$ cat src/pkg/uec_pkg.sv
// Package for the endpoint count and status register block
`default_nettype none
package uec_pkg;
    // ========================================
    // Register map (byte addresses)
    localparam logic [7:0] UEC_OFF_EP0 = 8'h00;
    localparam logic [7:0] UEC_OFF_EP1 = 8'h04;
    localparam logic [7:0] UEC_OFF_EP2 = 8'h08;
    localparam int UEC_NUM_EP = 3;
    // ========================================
    // Field layout
    localparam int UEC_BIT_TOGGLE = 7;
    localparam int UEC_BIT_VALID = 6;
    localparam int UEC_CNT_MSB = 3;
    localparam logic [7:0] UEC_RESET_VAL = 8'h00;
    localparam logic [7:0] UEC_WR_MASK = 8'hFF;
    localparam logic [3:0] UEC_CRC_BYTES = 4'h2;
    localparam logic [3:0] UEC_MAX_RX_DATA = 4'h8;
    // ========================================
    // AHB-Lite codes
    localparam logic [1:0] UEC_HTRANS_NONSEQ = 2'h2;
    localparam logic [2:0] UEC_HSIZE_WORD = 3'h2;

    // Register contents
    typedef struct packed {
        logic toggle;
        logic valid;
        logic [1:0] rsvd;
        logic [3:0] count;
    } uec_reg_t;

    // Reception report from the interface engine
    typedef struct packed {
        logic done;
        logic [1:0] ep;
        logic toggle;
        logic err;
        logic keep_valid;
        logic [3:0] nbytes;
    } uec_rx_t;

    typedef enum logic [1:0] {
        UEC_ST_IDLE = 2'b00,
        UEC_ST_DATA = 2'b01
    } uec_state_t;
endpackage : uec_pkg
`default_nettype wire

$ cat src/hw/uec_ahb_if.sv
// AHB-Lite slave front end: one-cycle data phase, decoded strobes
`timescale 1ns/1ps
`default_nettype none
module uec_ahb_if import uec_pkg::*; (
    input wire logic hclk,
    input wire logic hresetn,
    input wire logic hsel,
    input wire logic [1:0] htrans,
    input wire logic hwrite,
    input wire logic [7:0] haddr,
    input wire logic hready,
    output logic wr_stb,
    output logic rd_stb,
    output logic [1:0] ep_sel,
    output logic hit
);
    uec_state_t state_reg;
    logic [7:0] addr_reg;
    logic wr_reg;
    wire take = hsel && hready && (htrans == UEC_HTRANS_NONSEQ);

    always_ff @(posedge hclk or negedge hresetn) begin
        if (!hresetn) begin
            state_reg <= UEC_ST_IDLE;
            addr_reg <= 8'h00;
            wr_reg <= 1'b0;
        end else begin
            state_reg <= take ? UEC_ST_DATA : UEC_ST_IDLE;
            if (take) begin
                addr_reg <= haddr;
                wr_reg <= hwrite;
            end
        end
    end

    wire in_data = (state_reg == UEC_ST_DATA);
    assign ep_sel = (addr_reg == UEC_OFF_EP1) ? 2'd1 :
                    (addr_reg == UEC_OFF_EP2) ? 2'd2 : 2'd0;
    assign hit = (addr_reg == UEC_OFF_EP0) || (addr_reg == UEC_OFF_EP1) ||
                 (addr_reg == UEC_OFF_EP2);
    assign wr_stb = in_data && wr_reg && hit;
    assign rd_stb = in_data && !wr_reg && hit;
endmodule : uec_ahb_if
`default_nettype wire

$ cat src/hw/uec_ep_reg.sv
// One endpoint count/status register with optional lock
`timescale 1ns/1ps
`default_nettype none
module uec_ep_reg import uec_pkg::*; #(
    parameter bit HAS_LOCK = 1'b0
) (
    input wire logic hclk,
    input wire logic hresetn,
    input wire logic wr_en,
    input wire logic rd_en,
    input wire logic [7:0] wdata,
    input wire logic hw_upd,
    input wire logic hw_toggle,
    input wire logic hw_err,
    input wire logic hw_keep_valid,
    input wire logic [3:0] hw_nbytes,
    output uec_reg_t q,
    output logic locked
);
    uec_reg_t val_reg;
    uec_reg_t val_next;
    logic lock_reg;
    logic lock_next;
    wire wr_ok = wr_en && !(HAS_LOCK && lock_reg);

    always_comb begin
        val_next = val_reg;
        lock_next = lock_reg;
        if (HAS_LOCK && rd_en) begin
            lock_next = 1'b0;
        end
        if (hw_upd) begin
            val_next.toggle = hw_toggle;
            if (!hw_keep_valid) begin
                val_next.valid = !hw_err;
            end
            val_next.count = hw_nbytes + UEC_CRC_BYTES;
            lock_next = HAS_LOCK;
        end else if (wr_ok) begin
            val_next = uec_reg_t'(wdata & UEC_WR_MASK);
        end
    end

    always_ff @(posedge hclk or negedge hresetn) begin
        if (!hresetn) begin
            val_reg <= uec_reg_t'(UEC_RESET_VAL);
            lock_reg <= 1'b0;
        end else begin
            val_reg <= val_next;
            lock_reg <= lock_next;
        end
    end

    assign q = val_reg;
    assign locked = lock_reg;
endmodule : uec_ep_reg
`default_nettype wire

$ cat src/hw/uec_top.sv
// Endpoint count and status registers behind an AHB-Lite slave
//
// Overview of operation
// - Toggle: firmware sets for IN, hardware for OUT
// - Received toggle stored after OUT/SETUP reception
// - Valid cleared on CRC/stuff/PID error, else set
// - Some modes leave valid unchanged
// - Reception done event raised even when invalid
// - Bit7 toggle, bit6 valid, count 3:0, reset 0
// - Received count equals bytes plus two
// - Endpoint 0 locks on hardware update
// - Reading endpoint 0 releases the lock
//
// Decided for this implementation: the AHB-Lite register port and the register offsets.
`timescale 1ns/1ps
`default_nettype none
module uec_top import uec_pkg::*; (
    input wire logic hclk,
    input wire logic hresetn,
    input wire logic hsel,
    input wire logic [7:0] haddr,
    input wire logic [1:0] htrans,
    input wire logic hwrite,
    input wire logic [2:0] hsize,
    input wire logic hready,
    input wire logic [31:0] hwdata,
    output logic [31:0] hrdata,
    output logic hreadyout,
    output logic hresp,
    input wire uec_rx_t rx_in,
    output logic rx_event,
    output logic [7:0] ep0_reg_out,
    output logic ep0_locked
);
    // ========================================
    // Bus front end
    logic wr_stb;
    logic rd_stb;
    logic [1:0] ep_sel;
    logic hit;

    uec_ahb_if u_bus (
        .hclk(hclk),
        .hresetn(hresetn),
        .hsel(hsel),
        .htrans(htrans),
        .hwrite(hwrite),
        .haddr(haddr),
        .hready(hready),
        .wr_stb(wr_stb),
        .rd_stb(rd_stb),
        .ep_sel(ep_sel),
        .hit(hit)
    );

    // ========================================
    // Endpoint registers
    uec_reg_t q [UEC_NUM_EP];
    logic [UEC_NUM_EP-1:0] lk;
    wire rx_valid_ep = rx_in.done && (rx_in.nbytes <= UEC_MAX_RX_DATA);

    genvar g;
    generate
        for (g = 0; g < UEC_NUM_EP; g++) begin : g_ep
            uec_ep_reg #(.HAS_LOCK(g == 0)) u_ep (
                .hclk(hclk),
                .hresetn(hresetn),
                .wr_en(wr_stb && ep_sel == 2'(g)),
                .rd_en(rd_stb && ep_sel == 2'(g)),
                .wdata(hwdata[7:0]),
                .hw_upd(rx_valid_ep && rx_in.ep == 2'(g)),
                .hw_toggle(rx_in.toggle),
                .hw_err(rx_in.err),
                .hw_keep_valid(rx_in.keep_valid),
                .hw_nbytes(rx_in.nbytes),
                .q(q[g]),
                .locked(lk[g])
            );
        end
    endgenerate

    // ========================================
    // Read data, registered; answer in one data cycle
    wire in_addr = hsel && hready && (htrans == UEC_HTRANS_NONSEQ) && !hwrite;
    wire [1:0] a_sel = (haddr == UEC_OFF_EP1) ? 2'd1 :
                       (haddr == UEC_OFF_EP2) ? 2'd2 : 2'd0;
    wire a_hit = (haddr == UEC_OFF_EP0) || (haddr == UEC_OFF_EP1) ||
                 (haddr == UEC_OFF_EP2);
    wire [7:0] rd_byte = a_hit ? q[a_sel] : 8'h00;

    always_ff @(posedge hclk or negedge hresetn) begin
        if (!hresetn) begin
            hrdata <= 32'h0000_0000;
            rx_event <= 1'b0;
            ep0_reg_out <= 8'h00;
            ep0_locked <= 1'b0;
        end else begin
            if (in_addr) begin
                hrdata <= {24'h00_0000, rd_byte};
            end
            rx_event <= rx_in.done;
            ep0_reg_out <= q[0];
            ep0_locked <= lk[0];
        end
    end

    assign hreadyout = 1'b1;
    assign hresp = 1'b0;

    // ========================================
    // Checks
    property p_lock_set;
        @(posedge hclk) disable iff (!hresetn)
        (rx_valid_ep && rx_in.ep == 2'd0) |=> lk[0];
    endproperty
    a_lock_set: assert property (p_lock_set) else $error("ep0 not locked");

    property p_unlock;
        @(posedge hclk) disable iff (!hresetn)
        (rd_stb && ep_sel == 2'd0 && !(rx_valid_ep && rx_in.ep == 2'd0)) |=> !lk[0];
    endproperty
    a_unlock: assert property (p_unlock) else $error("ep0 lock kept after read");

    wire rd_valid_any = rx_valid_ep;
    property p_locked_wr;
        @(posedge hclk) disable iff (!hresetn)
        (lk[0] && wr_stb && ep_sel == 2'd0 && !rd_valid_any) |=> $stable(q[0]);
    endproperty
    a_locked_wr: assert property (p_locked_wr) else $error("locked ep0 written");

    property p_count;
        @(posedge hclk) disable iff (!hresetn)
        rx_valid_ep |=> q[$past(rx_in.ep)].count == $past(rx_in.nbytes) + 4'd2;
    endproperty
    a_count: assert property (p_count) else $error("count not bytes plus two");

    property p_toggle;
        @(posedge hclk) disable iff (!hresetn)
        rx_valid_ep |=> q[$past(rx_in.ep)].toggle == $past(rx_in.toggle);
    endproperty
    a_toggle: assert property (p_toggle) else $error("toggle not stored");

    property p_valid;
        @(posedge hclk) disable iff (!hresetn)
        (rx_valid_ep && !rx_in.keep_valid) |=>
            q[$past(rx_in.ep)].valid == !$past(rx_in.err);
    endproperty
    a_valid: assert property (p_valid) else $error("valid flag wrong");

    property p_keep;
        @(posedge hclk) disable iff (!hresetn)
        (rx_valid_ep && rx_in.keep_valid && !(wr_stb && ep_sel == rx_in.ep)) |=>
            q[$past(rx_in.ep)].valid == $past(q[rx_in.ep].valid);
    endproperty
    a_keep: assert property (p_keep) else $error("valid changed in keep mode");

    property p_event;
        @(posedge hclk) disable iff (!hresetn)
        (rx_in.done && rx_in.err) |=> rx_event;
    endproperty
    a_event: assert property (p_event) else $error("event lost on bad data");

    property p_prio;
        @(posedge hclk) disable iff (!hresetn)
        (rx_valid_ep && rx_in.ep == 2'd0 && wr_stb && ep_sel == 2'd0) |=>
            (lk[0] && q[0].count == $past(rx_in.nbytes) + 4'd2);
    endproperty
    a_prio: assert property (p_prio) else $error("write beat hardware update");

    c_rx0: cover property (@(posedge hclk) disable iff (!hresetn) rx_valid_ep && rx_in.ep == 2'd0);
    c_unlock: cover property (@(posedge hclk) disable iff (!hresetn) lk[0] ##1 !lk[0]);
    c_wr: cover property (@(posedge hclk) disable iff (!hresetn) wr_stb && hit);
endmodule : uec_top
`default_nettype wire

$ cat config.mk
export PLATFORM = sky130hd
export DESIGN_NAME = uec_top
export DESIGN_NICKNAME = d
export VERILOG_FILES = /design/src/pkg/uec_pkg.sv /design/src/hw/uec_ahb_if.sv /design/src/hw/uec_ep_reg.sv /design/src/hw/uec_top.sv
export SDC_FILE = /design/constraint.sdc
export NUM_CORES = 1
export LEC_CHECK = 0
export ABC_AREA = 1
export BUFFER_PORTS_ARGS = -buffer_cell sky130_fd_sc_hd__buf_2
export CORE_MARGIN = 3
export CORE_UTILIZATION = 30
export DETAILED_ROUTE_END_ITERATION = 12
export SLEW_MARGIN = 25
export SYNTH_ARGS = -nofsm -noshare
export SYNTH_HDL_FRONTEND = slang
export SYNTH_SLANG_ARGS = --single-unit
$ cat constraint.sdc
create_clock -name hclk -period 3.5 [get_ports hclk]
set_input_delay 0.7 -clock hclk [delete_from_list [all_inputs] [get_ports hclk]]
set_output_delay 0.7 -clock hclk [all_outputs]
set_load 0.01 [all_outputs]
Word-level counts from Yosys, hierarchy flattened
Index checks and enable logic that the tools add are counted.

Register bits after elaboration: 54. Bits of input ports: 60. Output and inout port bits: 44. Logic and storage cells: 99.

$add $sub $neg: 1. Magnitude comparators: 2. Equal/unequal tests: 13. Multiplexer cells: 21. Bitwise operators: 4. Reduce and logical (&&, ||, !) cells: 38.

Operators with widths (number): $mux 8 (6); $bmux 8 s2 (1); $eq 8x3->1 const B (2); $eq 8x4->1 const B (2); $logic_and 1x1->1 (16); $logic_not 8->1 (2); $mux 2 (7); $mux 4 (3); $reduce_and 2->1 (6); $reduce_bool 2->1 (4); $eq 2x1->1 const B (3); $eq 2x2->1 const B (3); $ne 2x2->1 const B (3); $add 4x2->4 const B (1); $le 4x4->1 const B (1); $logic_not 1->1 (4); $logic_not 2->1 (2); $logic_or 1x1->1 (4); $mux 1 (4); $ge 3x3->1 const B (1); $not 1->1 (3); $not 2->3 (1).

Depth between registers and ports, before layout
Depth in word-level cells: 8. Depth in mapped cells: 9. Gate-level depth less buffers: 9.

Modules after synthesis
From an unflattened synthesis, not the netlist that was laid out.

Cells, all modules: 376. Area total of the unflattened synthesis: 2885.3 sq um.

By module, submodules not included: uec_top (instances 1, cells each 152, area an instance 1132.3 sq um, seq. area each 450.4 sq um); uec_ep_reg (g_ep[1].u_ep ...) (instances 2, cells each 56, area an instance 427.9 sq um, seq. area each 200.2 sq um); uec_ahb_if (instances 1, cells each 59, area an instance 474.2 sq um, seq. area each 250.2 sq um); uec_ep_reg (g_ep[0].u_ep) (instances 1, cells each 53, area an instance 422.9 sq um, seq. area each 225.2 sq um).

Worst setup path before layout
Ideal clock, no wire load.

Kind: input-to-reg. Start: input haddr[6]. End: register hrdata[3]. Library setup time: 117 ps. Data arrival time: 1647 ps. Data required time: 3383 ps. Slack: 1736 ps. Stages: 9. Buffers on the path: 1. Cells stage by stage: inv_1 -> nand2_1 -> nor3_1 -> buf_2 -> nand2_1 -> o21ai_0 -> o21ai_1 -> nand2_1 -> nand2_1.

Cells in the longest elaborated chain, start to end: 8. Elaborated cells between the ends (all ways): 12. Those cells by class: eq/ne: 2; mux: 6; bitwise: 1; reduce/logical: 3.

RTL lines: start: declaration (line uec_top.sv:21) `input wire logic [7:0] haddr,`; $eq 8x4->1 (line uec_top.sv:86, uec_top.sv:88); $mux 2 (line uec_top.sv:86) `(haddr == UEC_OFF_EP2) ? 2'd2 : 2'd0;`; $mux 2 (line uec_top.sv:85) `wire [1:0] a_sel = (haddr == UEC_OFF_EP1) ? 2'd1 :`; $not 2->3 (not written as such) (line uec_top.sv:89) `wire [7:0] rd_byte = a_hit ? q[a_sel] : 8'h00;`; $bmux 8 s2 (line uec_top.sv:89); $mux 8 (not written as such) (2 in series) (line uec_top.sv:89); $mux 8 * (line uec_top.sv:89); end signal: assignment (line uec_top.sv:99) `hrdata <= {24'h00_0000, rd_byte};`; end: declaration (line uec_top.sv:27) `output logic [31:0] hrdata,`.

Every way passes the cells marked *; elsewhere a longest branch is shown, timed or not. The select of a mux whose other input is x is not followed. A chain may end at the register's enable or synchronous reset.

Worst setup path in the final report
Start: input haddr[3]. End: register hrdata[1].

Same word-level chain as after synthesis.

==> results.py <==
metrics = {
    "sta": {
        "clock.fmax_ghz": 0.513,
        "worstMarginPinSlew_ps": 759,
        "skew_ps": 5.34,
        "hold_ws_ps": 412,
        "finalCritPeriodShare": 0.557,
        "drv_slew": 0,
        "setup_viol": 0,
        "setup_tns_ps": 0,
        "fin_crit_ps": 1950,
        "hold_violations": 0,
        "grt_setup_unrepaired": "false",
        "relSlewSlack": 0.494,
    },
    "grt": {
        "grt-ovfl-total": 0,
        "use_met1": 0.185,
        "grt_pass1_wl_mm": 10.6,
        "met3_usage": 0.0250,
        "grt_pass1_vias": 2163,
        "groute.usage.overall": 0.131,
        "top_usage_layer": "met2",
        "grt_antenna_before_repair": 0,
        "gr-usage-met2": 0.214,
        "grt_max_degree": 35,
    },
    "cts": {
        "clock_sinks": 53,
        "clk_latency_ps": 300,
        "clockRootBuffer": "clkbuf_8",
        "ctsHoldBuffers": 0,
        "cts_buffer_depth": 2,
        "h-tree-depth": 2,
        "clkSlewWorstSetupHoldPaths_ps": 90,
        "cts_setup_buffers": 0,
        "cts_resized": 0,
        "cts_buffers": 5,
        "cts_tree": "yes",
    },
    "routing": {
        "routed_wl_mm": 6.38,
        "dr_total_vias": 2234,
        "drc": 0,
        "first_iter_violations": 145,
        "viasPerCell": 4.59,
        "drt.antenna.violating_nets": 0,
        "dr.pass1.iters": 4,
        "avgRoutedWirePerCell_um": 13.1,
    },
    "floorplanning": {
        "die_w_um": 100,
        "num_rows": 33,
        "die_area_um2": 10000,
        "core_um2": 8420,
        "num_io_pins": 104,
        "die_h_um": 100,
        "start_util": 0.316,
    },
    "worst_hold_path": {
        "holdPathStages": 0,
        "hold_path.class": "reg2reg",
        "hold_path_startpoint": "g_ep[0].u_ep.q[6]$_DFFE_PN0P_",
        "min_to": "ep0_reg_out[6]$_DFF_PN0_",
    },
    "critical_path": {
        "cp_common_cell": "nand2_1",
        "r2r-start": "u_bus.addr_reg[7]$_DFFE_PN0P_",
        "cp-start-kind": "primary input",
        "critPathTopFamily": "simple AND/OR/NAND/NOR gates",
        "worstSetupPathType": "in2reg",
        "ff2ff_setup_slack_ps": 1840,
        "slowest_delay_ps": 360,
        "arrival_ps": 2140,
        "cp-end-kind": "register",
        "crit_chain": "buf_2 -> inv_1 -> nand2_1 -> nor2_2 -> nand2_1 -> o21ai_0 -> o21ai_0 -> nand2_1 -> nand2_1",
        "slowest_stage": "nor2_2",
        "reg2reg_depth": 7,
        "required_ps": 3690,
        "path_buf_inv": 2,
        "crit_fanout": 9,
        "reg2reg_to": "g_ep[1].u_ep.q[6]$_DFFE_PN0P_",
    },
    "power_and_ir_drop": {
        "leakage_nw": 1.61,
        "p_switching_w": 0.000368,
        "seqPwrFrac": 0.574,
        "pwr-share-comb": 0.166,
        "power.density_nw_per_um2": 422,
        "p_int_w": 0.000901,
        "ir_drop_mv": 0.161,
        "clock_power_share": 0.260,
        "swShare": 0.290,
    },
    "synth": {
        "yosys-top-cells-count": "nand2_1 (103), dfrtp_1 (53), inv_1 (31), o21ai_0 (31), buf_4 (26)",
        "synth_area_um2": 2660,
        "syn_avg_cell_area_um2": 8.13,
        "synth-edff-count": 0,
        "synth_most_common_cell": "nand2_1",
        "synth_cell_types": 30,
        "synthCells": 327,
        "synth_area_leaders": "dfrtp_1 (50%), nand2_1 (15%), buf_4 (7.3%), o21ai_0 (5.8%), inv_1 (4.4%)",
        "ys_warn_count": 0,
        "yosysTopAreaCellShare": 0.499,
        "synth_ff_type": "dfrtp_1",
        "async_reset_ff_frac": 1.00,
        "yosys_register_bits": 53,
        "yosysSeqAreaShare": 0.499,
        "synth_top_area_cell": "dfrtp_1",
    },
    "finish": {
        "area_delta_synth_final_pct": 13.3,
        "diodes": 0,
        "largest_reg_flops": 24,
        "drive_gt1_frac": 0.178,
        "nets": 442,
    },
    "placed_design": {
        "globalplace.congestion": 0.812,
        "dp_hpwl_mm": 4.88,
        "io_buffers": 50,
    },
    "run_status": {
        "status": "finished clean",
    },
    "run": {
        "maxCapViolCount": 0,
    },
}
-- cells in the final DEF, fill, tap and decap left out, types with 2 or more instances in the layout --
cell / synthesis / layout
nor2_1: 15 / 15
buf_4: 26 / 2
conb_1: 2 / 26
o21ai_1: 3 / 3
clkbuf_8: 0 / 5
o211ai_1: 7 / 7
inv_1: 31 / 31
o21ai_0: 31 / 31
buf_2: 1 / 50
dfrtp_1: 53 / 53
nor3_1: 3 / 3
a21oi_1: 9 / 9
nand3_2: 2 / 2
nand2_1: 103 / 103
clkinv_2: 0 / 2
nand4_1: 6 / 6
nand3_1: 19 / 19
nor2_2: 2 / 2
-- per-stage QoR --
| stage | std cells | total power [W] | worst slack [ps] | cell area, um2 | utilization |
|---|---|---|---|---|---|
| 2_1_floorplan | 351 | 0.000881 | 1740 | 2750 | - |
| 3_3_place_gp | 479 | 0.000947 | 1300 | 2930 | 0.348 |
| 3_5_place_dp | 479 | 0.000953 | 1250 | 2930 | 0.348 |
| 4_1_cts | 487 | 0.00129 | 1570 | 3010 | 0.358 |
| 5_1_grt | 487 | 0.00135 | 1380 | 3010 | 0.358 |
| 6_report | 487 | 0.00127 | 1550 | 3010 | 0.358 |
-- power groups by stage --
stage               clock network (W)  logic (W)  registers [W]
floorplan                           0   0.000145       0.000737
CTS                          0.000344   0.000213       0.000729
global route                 0.000369   0.000241       0.000739
finish                       0.000330   0.000211       0.000729
detailed placement                  0   0.000212       0.000741
global placement                    0   0.000208       0.000740
-- cell type report --
type / instances / area [um2]
Multi-Input combinational cell: 237 / 1090
Tap cell: 105 / 131
Inverter: 32 / 120
Fill cell: 920 / 5410
Clock buffer: 6 / 72.6
Timing Repair Buffer: 52 / 265
Clock inverter: 2 / 10.0
Sequential cell: 53 / 1330
-- worst max-delay path by stage --
| stage | from | endpoint | cells past startpoint |
|---|---|---|---|
| 4_1_cts | haddr[3] | hrdata[1]$_DFFE_PN0P_ | 9 |
| 2_1_floorplan | haddr[6] | hrdata[3]$_DFFE_PN0P_ | 9 |
| 3_5_place_dp | haddr[3] | hrdata[1]$_DFFE_PN0P_ | 9 |
| 3_3_place_gp | haddr[3] | hrdata[1]$_DFFE_PN0P_ | 9 |
| 5_1_grt | haddr[3] | hrdata[1]$_DFFE_PN0P_ | 9 |
| 6_report | haddr[3] | hrdata[1]$_DFFE_PN0P_ | 9 |
-- worst register-to-register path, stage by stage, from the launching register on --
cell and delay [ps]:
dfrtp_1 390, nor2_1 130, nand2_1 150, nor3_2 340
nand3_2 270, o21ai_1 200, nand2_1 60, nand2_1 60
-- metal layers --
metal | vias up | wire length, um | part of all wire
met5 | - | 0 | 0
met4 | 0 | 23 | 0.0036
met3 | 2 | 470 | 0.074
met2 | 82 | 2900 | 0.46
met1 | 1042 | 2980 | 0.47
li1 | 1108 | - | -
-- cells by family after synthesis --
kind of cell | count (synthesis) | share of synthesized area
DFF | 53 | 0.499
buffers and inverters | 61 | 0.126
xor gates and xnor gates | 1 | 0.00330
other | 2 | 0.00283
adders and majority gates | 1 | 0.00471
AOI/OAI and AO/OA | 54 | 0.115
and+or+nand+nor | 155 | 0.249
No activity file was read; power rests on OpenSTA's default activity.
